$ cat src/flash_cmd_pkg.sv
// package: register map, fields, reset values and limits of the flash command block
package flash_cmd_pkg;
  localparam logic [4:0]  OFS_INDEX        = 5'h02;
  localparam logic [4:0]  OFS_CONFIG       = 5'h04;
  localparam logic [4:0]  OFS_STATUS       = 5'h06;
  localparam logic [4:0]  OFS_ERR_STATUS   = 5'h07;
  localparam logic [4:0]  OFS_WORD_HI      = 5'h0A;
  localparam logic [4:0]  OFS_WORD_LO      = 5'h0B;
  localparam logic [4:0]  OFS_FAULT_IN     = 5'h10;
  localparam int          CFG_IRQ_EN_BIT   = 7;
  localparam int          CFG_IGN_SF_BIT   = 4;
  localparam int          CFG_FORCE_DOUBLE_FAULT_BIT     = 1;
  localparam int          CFG_FORCE_SINGLE_FAULT_BIT     = 0;
  localparam logic [7:0]  CFG_MASK         = 8'h93;
  localparam logic [7:0]  CFG_RESET        = 8'h00;
  localparam int          ST_CCF_BIT       = 7;
  localparam int          ST_ACC_BIT       = 5;
  localparam int          ST_PV_BIT        = 4;
  localparam int          ST_RES_HI_BIT    = 1;
  localparam int          ST_RES_LO_BIT    = 0;
  localparam int          ERR_SF_BIT       = 0;
  localparam int          ERR_DF_BIT       = 1;
  localparam logic [7:0]  CMD_PARTITION    = 8'h20;
  localparam logic [7:0]  CMD_EEE_QUERY    = 8'h15;
  localparam logic [7:0]  CMD_LOAD_FIELD   = 8'h10;
  localparam logic [15:0] DF_SECTORS       = 16'h0080;
  localparam logic [15:0] BUF_SECTORS_MAX  = 16'h0010;
  localparam logic [15:0] EEE_MIN_SECTORS  = 16'h000C;
  localparam logic [15:0] EEE_MIN_RATIO    = 16'h0008;
  localparam int          SECTOR_BYTES     = 256;
  localparam int          ROW_BYTES        = 64;
  localparam int          ROWS_PER_SECTOR  = SECTOR_BYTES / ROW_BYTES;
  localparam logic [23:0] NVR_USER_ADDR    = 24'h12_0000;
  localparam logic [23:0] NVR_USER_DUP     = 24'h12_0002;
  localparam logic [23:0] NVR_BUF_ADDR     = 24'h12_0004;
  localparam logic [23:0] NVR_BUF_DUP      = 24'h12_0006;
  localparam int          VERIFY_TIME_NS   = 1000;
  localparam int          CLK_PERIOD_NS    = 20;
  localparam logic [7:0]  VERIFY_CYCLES    = 8'((VERIFY_TIME_NS + CLK_PERIOD_NS - 1) / CLK_PERIOD_NS);
  typedef enum logic [5:0] {
    S_IDLE   = 6'b000001,
    S_CHECK  = 6'b000010,
    S_VERIFY = 6'b000100,
    S_PROG   = 6'b001000,
    S_QUERY  = 6'b010000,
    S_DONE   = 6'b100000
  } seq_state_t;
endpackage

$ cat src/flash_cmd_config_partition.sv
// flash command sequencer: configuration, query checks and data flash partition
//
// Function
// - config bit 7 set: interrupt requested while command complete flag is set.
// - config bit 4 set suppresses single-bit fault reports and their interrupt.
// - only irq enable, ignore, two force bits writable; others read zero.
// - query command: access error when word index nonzero at launch.
// - query command: access error when load-field sequence still active.
// - query command: access error if mode disallows; other flags untouched.
// - user partition count accepted only when at most 128.
// - buffer partition count accepted only when at most 16.
// - nonzero buffer count needs at least 12 sectors outside user partition.
// - nonzero buffer count needs remaining sectors over buffer count at least 8.
// - after validation, erase-verify data flash and information row first.
// - program user count into information row at 0x12_0000.
// - data flash is 128 sectors of 256 bytes, four 64-byte rows each.
// - buffer count stored at 0x12_0004; duplicates written too.
//
// Added by the designer: the strobed register port.
`timescale 1ns/1ps
module flash_cmd_config_partition
  import flash_cmd_pkg::*;
(
  input  wire logic        clk_sys_in,
  input  wire logic        rstn_in,
  input  wire logic [4:0]  addr_in,
  input  wire logic [7:0]  wdata_in,
  input  wire logic        wr_in,
  input  wire logic        rd_in,
  input  wire logic        cmd_mode_ok_in,
  input  wire logic        array_single_fault_in,
  input  wire logic        array_double_fault_in,
  input  wire logic        verify_blank_in,
  output logic      [7:0]  rdata_out,
  output logic             cmd_irq_out,
  output logic             single_fault_irq_out,
  output logic             nvr_wr_out,
  output logic      [23:0] nvr_addr_out,
  output logic      [15:0] nvr_data_out,
  output logic             force_double_fault_out,
  output logic             force_single_fault_out
);

  typedef struct packed {
    logic [7:0]  config_reg;
    logic [2:0]  command_word_index;
    logic [15:0] word0;
    logic [15:0] word1;
    logic [15:0] word2;
    logic        command_complete_flag;
    logic        access_error_flag;
    logic        protection_violation_flag;
    logic        command_result_hi;
    logic        command_result_lo;
    logic        single_fault_flag;
    logic        double_fault_flag;
    logic        load_field_active;
    seq_state_t  state;
    logic [7:0]  timer;
    logic [1:0]  prog_step;
    logic [7:0]  rdata;
    logic        cmd_irq;
    logic        sf_irq;
    logic        nvr_wr;
    logic [23:0] nvr_addr;
    logic [15:0] nvr_data;
    logic [2:0]  sf_sync;
    logic [2:0]  df_sync;
    logic [2:0]  vb_sync;
    logic        sf_seen;
    logic        df_seen;
  } state_t;

  logic [1:0] rst_sync_ff;
  logic       rstn;
  state_t     cur_ff;
  state_t     nxt_cur;

  always_ff @(posedge clk_sys_in or negedge rstn_in) begin
    if (!rstn_in) begin
      rst_sync_ff <= 2'h0;
    end else begin
      rst_sync_ff <= {rst_sync_ff[0], 1'b1};
    end
  end
  assign rstn = rst_sync_ff[1];

  // validation of partition sizes
  function automatic logic part_ok(input logic [15:0] user_cnt, input logic [15:0] buf_cnt);
    logic [15:0] rest;
    rest = DF_SECTORS - user_cnt;
    part_ok = 1'b1;
    if (user_cnt > DF_SECTORS) begin
      part_ok = 1'b0;
    end
    if (buf_cnt > BUF_SECTORS_MAX) begin
      part_ok = 1'b0;
    end
    if (buf_cnt != 16'h0000 && user_cnt <= DF_SECTORS) begin
      if (rest < EEE_MIN_SECTORS) begin
        part_ok = 1'b0;
      end
      if (rest / buf_cnt < EEE_MIN_RATIO) begin
        part_ok = 1'b0;
      end
    end
  endfunction

  // command word selected by the current index
  function automatic logic [15:0] word_at(input logic [2:0]  idx,
                                          input logic [15:0] w0,
                                          input logic [15:0] w1,
                                          input logic [15:0] w2);
    case (idx)
      3'h1: begin
        word_at = w1;
      end
      3'h2: begin
        word_at = w2;
      end
      default: begin
        word_at = w0;
      end
    endcase
  endfunction

  // stable synchronised level: second and third stage agree
  function automatic logic sync_level(input logic [2:0] s, input logic prev);
    sync_level = (s[2] == s[1]) ? s[1] : prev;
  endfunction

  always_comb begin
    logic [7:0]  stat;
    logic        sf_now;
    logic        df_now;
    logic        vb_now;
    logic [15:0] cur_word;
    stat   = 8'h00;
    cur_word = word_at(cur_ff.command_word_index, cur_ff.word0, cur_ff.word1, cur_ff.word2);
    sf_now = 1'b0;
    df_now = 1'b0;
    vb_now = 1'b0;
    nxt_cur = cur_ff;
    nxt_cur.sf_sync = {cur_ff.sf_sync[1:0], array_single_fault_in};
    nxt_cur.df_sync = {cur_ff.df_sync[1:0], array_double_fault_in};
    nxt_cur.vb_sync = {cur_ff.vb_sync[1:0], verify_blank_in};
    sf_now = sync_level(cur_ff.sf_sync, cur_ff.sf_seen);
    df_now = sync_level(cur_ff.df_sync, cur_ff.df_seen);
    vb_now = (cur_ff.vb_sync[2] == cur_ff.vb_sync[1]) & cur_ff.vb_sync[1];
    nxt_cur.sf_seen = sf_now;
    nxt_cur.df_seen = df_now;
    nxt_cur.nvr_wr = 1'b0;

    stat[ST_CCF_BIT]    = cur_ff.command_complete_flag;
    stat[ST_ACC_BIT]    = cur_ff.access_error_flag;
    stat[ST_PV_BIT]     = cur_ff.protection_violation_flag;
    stat[ST_RES_HI_BIT] = cur_ff.command_result_hi;
    stat[ST_RES_LO_BIT] = cur_ff.command_result_lo;

    nxt_cur.rdata = 8'h00;
    if (rd_in) begin
      case (addr_in)
        OFS_INDEX:      nxt_cur.rdata = {5'h00, cur_ff.command_word_index};
        OFS_CONFIG:     nxt_cur.rdata = cur_ff.config_reg & CFG_MASK;
        OFS_STATUS:     nxt_cur.rdata = stat;
        OFS_ERR_STATUS: nxt_cur.rdata = {6'h00, cur_ff.double_fault_flag,
                                         cur_ff.single_fault_flag};
        OFS_WORD_HI:    nxt_cur.rdata = cur_word[15:8];
        OFS_WORD_LO:    nxt_cur.rdata = cur_word[7:0];
        default:        nxt_cur.rdata = 8'h00;
      endcase
    end

    if (wr_in && cur_ff.command_complete_flag) begin
      case (addr_in)
        OFS_INDEX:  nxt_cur.command_word_index = wdata_in[2:0];
        OFS_CONFIG: nxt_cur.config_reg = wdata_in & CFG_MASK;
        OFS_WORD_HI, OFS_WORD_LO: begin
          case (cur_ff.command_word_index)
            3'h0: begin
              if (addr_in == OFS_WORD_HI) begin
                nxt_cur.word0[15:8] = wdata_in;
              end else begin
                nxt_cur.word0[7:0] = wdata_in;
              end
            end
            3'h1: begin
              if (addr_in == OFS_WORD_HI) begin
                nxt_cur.word1[15:8] = wdata_in;
              end else begin
                nxt_cur.word1[7:0] = wdata_in;
              end
            end
            3'h2: begin
              if (addr_in == OFS_WORD_HI) begin
                nxt_cur.word2[15:8] = wdata_in;
              end else begin
                nxt_cur.word2[7:0] = wdata_in;
              end
            end
            default: nxt_cur.word0 = cur_ff.word0;
          endcase
        end
        OFS_STATUS: begin
          if (wdata_in[ST_ACC_BIT]) begin
            nxt_cur.access_error_flag = 1'b0;
          end
          if (wdata_in[ST_PV_BIT]) begin
            nxt_cur.protection_violation_flag = 1'b0;
          end
          if (wdata_in[ST_CCF_BIT]) begin
            nxt_cur.command_complete_flag = 1'b0;
            nxt_cur.command_result_hi = 1'b0;
            nxt_cur.command_result_lo = 1'b0;
            nxt_cur.state = S_CHECK;
          end
        end
        OFS_ERR_STATUS: begin
          if (wdata_in[ERR_SF_BIT]) begin
            nxt_cur.single_fault_flag = 1'b0;
          end
          if (wdata_in[ERR_DF_BIT]) begin
            nxt_cur.double_fault_flag = 1'b0;
          end
        end
        default: nxt_cur.config_reg = cur_ff.config_reg;
      endcase
    end

    // fault events: set wins over clear
    if (sf_now && !cur_ff.sf_seen && !cur_ff.config_reg[CFG_IGN_SF_BIT]) begin
      nxt_cur.single_fault_flag = 1'b1;
    end
    if (df_now && !cur_ff.df_seen) begin
      nxt_cur.double_fault_flag = 1'b1;
    end

    case (cur_ff.state)
      S_IDLE: nxt_cur.timer = 8'h00;
      S_CHECK: begin
        nxt_cur.timer = VERIFY_CYCLES;
        nxt_cur.prog_step = 2'h0;
        if (cur_ff.word0[15:8] == CMD_EEE_QUERY) begin
          if (cur_ff.command_word_index != 3'h0 || cur_ff.load_field_active
              || !cmd_mode_ok_in) begin
            nxt_cur.access_error_flag = 1'b1;
            nxt_cur.state = S_DONE;
          end else begin
            nxt_cur.state = S_QUERY;
          end
        end else if (cur_ff.word0[15:8] == CMD_PARTITION) begin
          if (part_ok(cur_ff.word1, cur_ff.word2) && cur_ff.command_word_index == 3'h2)
            nxt_cur.state = S_VERIFY;
          else begin
            nxt_cur.access_error_flag = 1'b1;
            nxt_cur.state = S_DONE;
          end
        end else if (cur_ff.word0[15:8] == CMD_LOAD_FIELD) begin
          nxt_cur.load_field_active = 1'b1;
          nxt_cur.state = S_DONE;
        end else begin
          nxt_cur.access_error_flag = 1'b1;
          nxt_cur.state = S_DONE;
        end
      end
      S_VERIFY: begin
        if (cur_ff.timer != 8'h00) begin
          nxt_cur.timer = cur_ff.timer - 8'h01;
        end else if (vb_now) begin
          nxt_cur.state = S_PROG;
        end else begin
          nxt_cur.command_result_lo = 1'b1;
          nxt_cur.state = S_DONE;
        end
      end
      S_PROG: begin
        nxt_cur.nvr_wr = 1'b1;
        nxt_cur.prog_step = cur_ff.prog_step + 2'h1;
        case (cur_ff.prog_step)
          2'h0: begin
            nxt_cur.nvr_addr = NVR_USER_ADDR;
            nxt_cur.nvr_data = cur_ff.word1;
          end
          2'h1: begin
            nxt_cur.nvr_addr = NVR_USER_DUP;
            nxt_cur.nvr_data = cur_ff.word1;
          end
          2'h2: begin
            nxt_cur.nvr_addr = NVR_BUF_ADDR;
            nxt_cur.nvr_data = cur_ff.word2;
          end
          default: begin
            nxt_cur.nvr_addr = NVR_BUF_DUP;
            nxt_cur.nvr_data = cur_ff.word2;
            nxt_cur.state = S_DONE;
          end
        endcase
      end
      S_QUERY: nxt_cur.state = S_DONE;
      S_DONE: begin
        nxt_cur.command_complete_flag = 1'b1;
        nxt_cur.state = S_IDLE;
      end
      default: nxt_cur.state = S_IDLE;
    endcase

    nxt_cur.cmd_irq = nxt_cur.command_complete_flag & nxt_cur.config_reg[CFG_IRQ_EN_BIT];
    nxt_cur.sf_irq = nxt_cur.single_fault_flag & ~nxt_cur.config_reg[CFG_IGN_SF_BIT];
  end

  always_ff @(posedge clk_sys_in or negedge rstn) begin
    if (!rstn) begin
      cur_ff <= '{config_reg: CFG_RESET, command_complete_flag: 1'b1, state: S_IDLE,
                  default: '0};
    end else begin
      cur_ff <= nxt_cur;
    end
  end

  assign rdata_out              = cur_ff.rdata;
  assign cmd_irq_out            = cur_ff.cmd_irq;
  assign single_fault_irq_out   = cur_ff.sf_irq;
  assign nvr_wr_out             = cur_ff.nvr_wr;
  assign nvr_addr_out           = cur_ff.nvr_addr;
  assign nvr_data_out           = cur_ff.nvr_data;
  assign force_double_fault_out = cur_ff.config_reg[CFG_FORCE_DOUBLE_FAULT_BIT];
  assign force_single_fault_out = cur_ff.config_reg[CFG_FORCE_SINGLE_FAULT_BIT];

endmodule // flash_cmd_config_partition

$ cat config.mk
export PLATFORM = sky130hd
export DESIGN_NAME = flash_cmd_config_partition
export DESIGN_NICKNAME = d
export VERILOG_FILES = /design/src/flash_cmd_pkg.sv /design/src/flash_cmd_config_partition.sv
export SDC_FILE = /design/constraint.sdc
export NUM_CORES = 1
export LEC_CHECK = 0
export ABC_AREA = 1
export ABC_CLOCK_PERIOD_IN_PS = 5700
export BUFFER_PORTS_ARGS = -buffer_cell sky130_fd_sc_hd__buf_2
export CORE_MARGIN = 4
export CORE_UTILIZATION = 45
export CTS_CLUSTER_SIZE = 28
export DETAILED_ROUTE_END_ITERATION = 7
export SYNTH_ARGS = -nofsm -noshare
export SYNTH_HDL_FRONTEND = slang
export SYNTH_SLANG_ARGS = --single-unit
$ cat constraint.sdc
create_clock -name clk_sys_in -period 5.7 [get_ports clk_sys_in]
set_input_delay 1.425 -clock clk_sys_in [delete_from_list [all_inputs] [get_ports clk_sys_in]]
set_output_delay 1.425 -clock clk_sys_in [all_outputs]
set_load 0.01 [all_outputs]
After elaboration in Yosys (flattened, before gate mapping)
Cells that the tools add are included.
{"block": "word_totals", "ff_bits": 141, "output_inout_bits": 53, "elab_cells": 165, "input_bits": 21}
{"block": "op_classes", "bitwise_logic": 7, "add_sub_neg": 3, "reduce_logical": 35, "div": 1, "eq_ne": 23, "muxes": 61, "n_lt_le_gt_ge": 5}
{"cell": "2-to-1 mux 8 bit", "count": 9}
{"cell": "2-to-1 mux 66 bit", "count": 1}
{"cell": "2-to-1 mux 6 bit", "count": 10}
{"cell": "case mux 19 bit (3 select lines)", "count": 1}
{"cell": "2-to-1 mux 16 bit", "count": 3}
{"cell": "2-to-1 mux 48 bit", "count": 1}
{"cell": "case mux 8 bit (6 select lines)", "count": 1}
{"cell": "2-to-1 mux 41 bit", "count": 1}
{"cell": "less-than comparator 16 x 4 -> 1 bit, second input constant", "count": 2}
{"cell": "case mux 16 bit (2 select lines)", "count": 1}
{"cell": "case mux 6 bit (5 select lines)", "count": 1}
{"cell": "AND reduction 4 bit", "count": 7}
{"cell": "2-to-1 mux 1 bit", "count": 27}
{"cell": "case mux 8 bit (3 select lines)", "count": 1}
{"cell": "divider 16 x 16 -> 16 bit", "count": 1}
{"cell": "equality test 8 x 5 -> 1 bit, second input constant", "count": 2}
{"cell": "greater-than comparator 16 x 5 -> 1 bit, second input constant", "count": 1}
{"cell": "greater-than comparator 16 x 8 -> 1 bit, second input constant", "count": 1}
{"cell": "less-or-equal comparator 16 x 8 -> 1 bit, second input constant", "count": 1}
{"cell": "nonzero test 16 bit", "count": 1}
{"cell": "subtractor 8 x 16 -> 16 bit, first input constant", "count": 1}
{"cell": "equality test 5 x 3 -> 1 bit, second input constant", "count": 3}
{"cell": "equality test 5 x 4 -> 1 bit, second input constant", "count": 2}
{"cell": "equality test 8 x 6 -> 1 bit, second input constant", "count": 1}
{"cell": "33 further kinds", "count": 55}

Logic depth before layout (Yosys ltp)
{"block": "depth", "depth_word": 14, "mapped_depth": 182, "depth_no_buf": 180}

Least setup slack after synthesis
No wires, ideal clock.
{"block": "synth_timing", "path_kind": "reg2reg", "from": "register cur_ff[108] (netlist name)", "to": "register cur_ff[77] (netlist name)", "path_slack_ns": -13.672, "synth_period_minus_slack_ns": 19.372, "setup_time_ns": 0.126, "path_buffers": 4, "required_time_ns": 5.574, "stages_incl_launch_ff": 179, "arrival_ns": 19.246, "cell_sequence": "dfrtp_1 -> nor2_1 -> nand2_1 -> inv_1 -> nand2_1 -> nand2_2 -> nand3_1 -> nor2_1 -> nand2_1 -> nand2_1 -> inv_1 -> ha_1 -> inv_1 -> nor3_1 -> nand3_1 -> nor2_1 -> nand2_1 -> nor2_2 -> [... 143 more ...] -> a21oi_1 -> xor2_1 -> nand2_1 -> nand2_1 -> inv_1 -> ha_1 -> inv_1 -> nor3_1 -> nor3b_1 -> nand3_1 -> nand3_1 -> nor3_1 -> nand4_1 -> nand3_1 -> nand2_1 -> nand2_1 -> nand2_1 -> nand3_1"}
{"item": "from (decl)", "line": "flash_cmd_config_partition.sv:76", "source": "state_t cur_ff;"}
{"item": "from (signal assigned)", "line": "flash_cmd_config_partition.sv:313", "source": "cur_ff <= '{config_reg: CFG_RESET, command_complete_flag: 1'b1, state: S_IDLE,"}
{"item": "from (signal assigned)", "line": "flash_cmd_config_partition.sv:316", "source": "cur_ff <= nxt_cur;"}

==> metrics.txt <==
# TYPE chip_impl_metric gauge
chip_impl_metric{name="clock.fmax",unit="GHz"} 0.05099
chip_impl_metric{name="route.final.wire_length",unit="µm"} 35720
chip_impl_metric{name="rrSetupSlack",unit="ps"} -13910
chip_impl_metric{name="critical_path_arrival",unit="ps"} 19900
chip_impl_metric{name="grt_pass1_vias",unit=""} 11320
chip_impl_metric{name="post_route_setup_tns",unit="ps"} -41630
chip_impl_info{name="rsz0062_at_grt",value="true"} 1
chip_impl_metric{name="place_hpwl",unit="µm"} 24760
chip_impl_metric{name="fillerInstances",unit=""} 1759
chip_impl_metric{name="number_of_synthesized_flops_with_an_enable_pin",unit=""} 0
chip_impl_metric{name="holdWs",unit="ps"} 350.9
chip_impl_info{name="critical_path_class",value="register to register"} 1
chip_impl_info{name="critical_path.reg2reg.endpoint",value="cur_ff[77]"} 1
chip_impl_metric{name="critical_path_depth",unit=""} 176
chip_impl_metric{name="grt_remaining_overflow",unit=""} 0
chip_impl_metric{name="netlist_area",unit="mm²"} 0.01059
chip_impl_metric{name="hold_viol_final",unit=""} 0
chip_impl_metric{name="async_flop_share",unit="%"} 100.0
chip_impl_info{name="crit_start",value="cur_ff[104]"} 1
chip_impl_metric{name="core",unit="mm²"} 0.02292
chip_impl_metric{name="worst-r2r-cell-count",unit=""} 176
chip_impl_info{name="cpMostUsedCell",value="sky130_fd_sc_hd__nand2_2"} 1
chip_impl_metric{name="tot_gr_track_use",unit="%"} 25.99
chip_impl_metric{name="period_needed",unit="ps"} 19610
chip_impl_metric{name="max_slew.worst_pin.slew",unit="ps"} 868.1
chip_impl_metric{name="setup_viol",unit=""} 3
chip_impl_metric{name="multiInputGateArea",unit="mm²"} 0.007174
chip_impl_metric{name="synth_seq_area_share",unit="%"} 28.38
chip_impl_metric{name="numCtsBuffers",unit=""} 17
chip_impl_info{name="gate_family_responsible_for_the_most_delay_along_the_worst_path",value="simple AND/OR/NAND/NOR gates"} 1
chip_impl_metric{name="slew_headroom",unit="%"} 42.13
chip_impl_metric{name="antenna_left",unit=""} 0
chip_impl_metric{name="critical_path.max_stage_delay",unit="ps"} 390
chip_impl_metric{name="worst-path-max-fanout",unit=""} 6
chip_impl_metric{name="fin_ws",unit="ps"} -13910
chip_impl_metric{name="drv.max_cap_violation_count",unit=""} 0
chip_impl_metric{name="drive_above_1_share",unit="%"} 42.56
chip_impl_metric{name="number_of_diodes_added_for_antenna_fixing",unit=""} 0
chip_impl_info{name="ctsRootBufferMaster",value="sky130_fd_sc_hd__clkbuf_16"} 1
chip_impl_metric{name="synth-warning-count",unit=""} 0
chip_impl_metric{name="dieHeight",unit="µm"} 161.4
chip_impl_info{name="cts_tree",value="built"} 1
chip_impl_metric{name="count_of_tritonroute_iterations_in_the_first_routing_pass",unit=""} 5
chip_impl_info{name="netlist.top_cell.by_area",value="sky130_fd_sc_hd__dfrtp_1"} 1
chip_impl_metric{name="post-route-period-util",unit="%"} 344.1
chip_impl_metric{name="routedWlPerCell",unit="µm"} 15.75
chip_impl_info{name="hold_class",value="register to register"} 1
chip_impl_metric{name="detail_route.iter0.violations",unit=""} 839
chip_impl_metric{name="wire_length_of_the_first_global_routing_pass",unit="µm"} 55370
chip_impl_metric{name="cts_buffer_depth",unit=""} 2
chip_impl_metric{name="finalMaxSlewViolations",unit=""} 0
chip_impl_metric{name="initial_utilization",unit="%"} 46.22
chip_impl_info{name="violations",value="setup timing"} 1
chip_impl_metric{name="row_count",unit=""} 55
chip_impl_metric{name="h-tree-depth",unit=""} 4
chip_impl_metric{name="synth.avg_cell_area",unit="µm²"} 7.340
chip_impl_info{name="timing.critical_path.to_type",value="register"} 1
chip_impl_metric{name="drt_drc_violations_left",unit=""} 0
chip_impl_metric{name="holdBufCountCts",unit=""} 0
chip_impl_info{name="synth_flop_cell",value="sky130_fd_sc_hd__dfrtp_1"} 1
chip_impl_metric{name="clock_sinks",unit=""} 120
chip_impl_metric{name="grt_antenna_before_repair",unit=""} 0
chip_impl_metric{name="clk_latency",unit="ps"} 420
chip_impl_metric{name="placement.io_buffers",unit=""} 53
chip_impl_info{name="critical_path.endpoint",value="cur_ff[77]"} 1
chip_impl_metric{name="crit_required",unit="ps"} 5990
chip_impl_metric{name="worst_clock_skew",unit="ps"} 7.531
chip_impl_metric{name="die_x",unit="µm"} 161.4
chip_impl_metric{name="maximum_number_of_pins_on_one_net_before_global_route_repair",unit=""} 68
chip_impl_info{name="worstSetupStartpointType",value="register"} 1
chip_impl_metric{name="worstPathBufferInverterCount",unit=""} 23
chip_impl_metric{name="routabilityCongestion",unit=""} 0.9168
chip_impl_metric{name="netlist_instances",unit=""} 1443
chip_impl_metric{name="ys_ff_latch",unit=""} 120
chip_impl_metric{name="synth_top_cell_area_share",unit="%"} 27.88
chip_impl_info{name="critical-path-slowest-cell",value="sky130_fd_sc_hd__dfrtp_1"} 1
chip_impl_metric{name="clock_transition_at_the_registers_of_the_reported_paths",unit="ps"} 60
chip_impl_info{name="ys_top_cells_by_area",value="sky130_fd_sc_hd__dfrtp_1 (28%), sky130_fd_sc_hd__nand2_1 (12%), sky130_fd_sc_hd__ha_1 (12%)"} 1
chip_impl_metric{name="design.final.nets",unit=""} 2062
chip_impl_metric{name="area_delta_synth_final",unit="%"} 50.49
chip_impl_metric{name="io-pin-count",unit=""} 74
chip_impl_metric{name="avgViaCountPerCell",unit=""} 5.149
chip_impl_info{name="reg2reg_from",value="cur_ff[104]"} 1
chip_impl_info{name="status",value="complete, but fails checks"} 1
chip_impl_metric{name="count_of_vias_placed_by_the_detailed_router",unit=""} 11680
chip_impl_metric{name="die-area",unit="mm²"} 0.02605
chip_impl_metric{name="netlist-cell-type-count",unit=""} 67
chip_impl_info{name="min-delay-start",value="cur_ff[2]"} 1
chip_impl_metric{name="regArea",unit="mm²"} 0.003009
## synthesized netlist by cell type (6+ instances only)
cell and number:
sky130_fd_sc_hd__a21o_1 15, sky130_fd_sc_hd__a21oi_1 43, sky130_fd_sc_hd__buf_4 49, sky130_fd_sc_hd__clkbuf_1 13, sky130_fd_sc_hd__dfrtp_1 118, sky130_fd_sc_hd__ha_1 99
sky130_fd_sc_hd__inv_1 186, sky130_fd_sc_hd__inv_2 12, sky130_fd_sc_hd__inv_4 6, sky130_fd_sc_hd__nand2_1 351, sky130_fd_sc_hd__nand2_2 32, sky130_fd_sc_hd__nand3_1 73
sky130_fd_sc_hd__nand3_2 8, sky130_fd_sc_hd__nand4_1 12, sky130_fd_sc_hd__nor2_1 88, sky130_fd_sc_hd__nor3_1 16, sky130_fd_sc_hd__nor4_1 17, sky130_fd_sc_hd__o21ai_0 84
sky130_fd_sc_hd__o21ai_1 18, sky130_fd_sc_hd__o21ai_2 23, sky130_fd_sc_hd__o221ai_1 27, sky130_fd_sc_hd__o22ai_1 9, sky130_fd_sc_hd__or2_2 18, sky130_fd_sc_hd__xnor2_1 20
sky130_fd_sc_hd__xor2_1 24
## layout by cell type (no fill, tap or decap), types with 8 or more instances in the layout
cell,count
sky130_fd_sc_hd__o21ai_4,9
sky130_fd_sc_hd__a21oi_1,36
sky130_fd_sc_hd__a21o_1,15
sky130_fd_sc_hd__buf_4,466
sky130_fd_sc_hd__nand2_2,75
sky130_fd_sc_hd__nor3_1,10
sky130_fd_sc_hd__nand2_4,8
sky130_fd_sc_hd__o221ai_1,27
sky130_fd_sc_hd__conb_1,21
sky130_fd_sc_hd__inv_1,170
sky130_fd_sc_hd__nand3_2,16
sky130_fd_sc_hd__nand3_1,63
sky130_fd_sc_hd__o21ai_0,76
sky130_fd_sc_hd__nand2_1,302
sky130_fd_sc_hd__clkbuf_16,17
sky130_fd_sc_hd__xor2_1,24
sky130_fd_sc_hd__ha_1,81
sky130_fd_sc_hd__xnor2_1,18
sky130_fd_sc_hd__or2_2,17
sky130_fd_sc_hd__ha_4,17
sky130_fd_sc_hd__nor4_1,13
sky130_fd_sc_hd__o21ai_2,27
sky130_fd_sc_hd__o21ai_1,14
sky130_fd_sc_hd__inv_2,27
sky130_fd_sc_hd__nand4_1,12
sky130_fd_sc_hd__o22ai_1,9
sky130_fd_sc_hd__buf_2,53
sky130_fd_sc_hd__dfrtp_1,117
sky130_fd_sc_hd__nor2_1,79
sky130_fd_sc_hd__nor2_2,10
## worst reg2reg max path: cells and delay by family, from the launching register on
family	cells	cell delay [ps]
AND/OR/NAND/NOR	103	8910
AO/OA/AOI/OAI	36	4790
adder cells (fa/ha/maj)	13	3530
buffers and inverters	23	1700
flip-flops	1	390
XOR/XNOR	1	160
## kinds of logic after synthesis
kind of cell / after synthesis / share of synthesized area [%]
other: 2 / 0.07091
buffers and inverters: 273 / 12.01
multiplexers: 2 / 0.1890
flip-flops: 120 / 28.38
adder cells (fa/ha/maj): 101 / 11.88
AND/OR/NAND/NOR: 639 / 27.60
AO/OA/AOI/OAI: 262 / 16.23
XOR/XNOR: 44 / 3.639
## timing repair
| action | in CTS | in global routing |
|---|---|---|
| setup endpoints to repair | 3 | 3 |
| pin swaps | 75 | 94 |
| cloned | 2 | 0 |
| endpoints found under the hold margin | 0 | 0 |
| resized for setup | 56 | 80 |
| setup buffers | 106 | 42 |
## sequential cells by signal (all words and copies together) (netlist names)
signal	count
cmd_irq_out	1
cur_ff	86
force_double_fault_out	1
force_single_fault_out	1
nvr_addr_out	3
nvr_data_out	16
nvr_wr_out	1
rdata_out	8
rst_sync_ff	2
single_fault_irq_out	1
## stage by stage
step,std cells,utilization (%),cell area (µm²),worst slack (ps)
after global placement,2086,59.04,13530,-12840
after floorplan,1462,-,10890,-12730
after global routing,2268,69.56,15940,-15300
after CTS,2226,66.62,15270,-13200
after detailed placement,2086,59.04,13530,-13560
final,2268,69.56,15940,-13910
## worst min-delay path by stage
stage	to	slack [ps]	cells past startpoint
2_1_floorplan	cur_ff[3]	330	0
3_3_place_gp	cur_ff[3]	330	0
3_5_place_dp	cur_ff[3]	340	0
4_1_cts	cur_ff[3]	350	0
5_1_grt	rst_sync_ff[1]	360	0
6_report	cur_ff[3]	350	0
## per-layer routing
| layer | vias to the layer above | wire length [µm] | GRT usage (%) | part of all wire [%] |
|---|---|---|---|---|
| li1 | 5721 | - | - | - |
| met2 | 337 | 17620 | 44.80 | 49 |
| met1 | 5547 | 15460 | 34.05 | 43 |
| met5 | - | 0 | 0 | 0 |
| met4 | 0 | 927 | 7.522 | 2.6 |
| met3 | 74 | 1718 | 3.700 | 4.8 |
## area by class of cell
class                   count  area share [%]
flip-flops and latches    120           18.88
repair inverters            2          0.1177
repair buffers            527           24.34
clock buffers              19           2.779
well taps                 313           2.457
clock inverters            13           1.366
inverters                 205           5.048
multi-input cells        1069           45.01
Power is not shown: default switching activity piles up to over one toggle a cycle in this logic, so the estimate is an artifact.
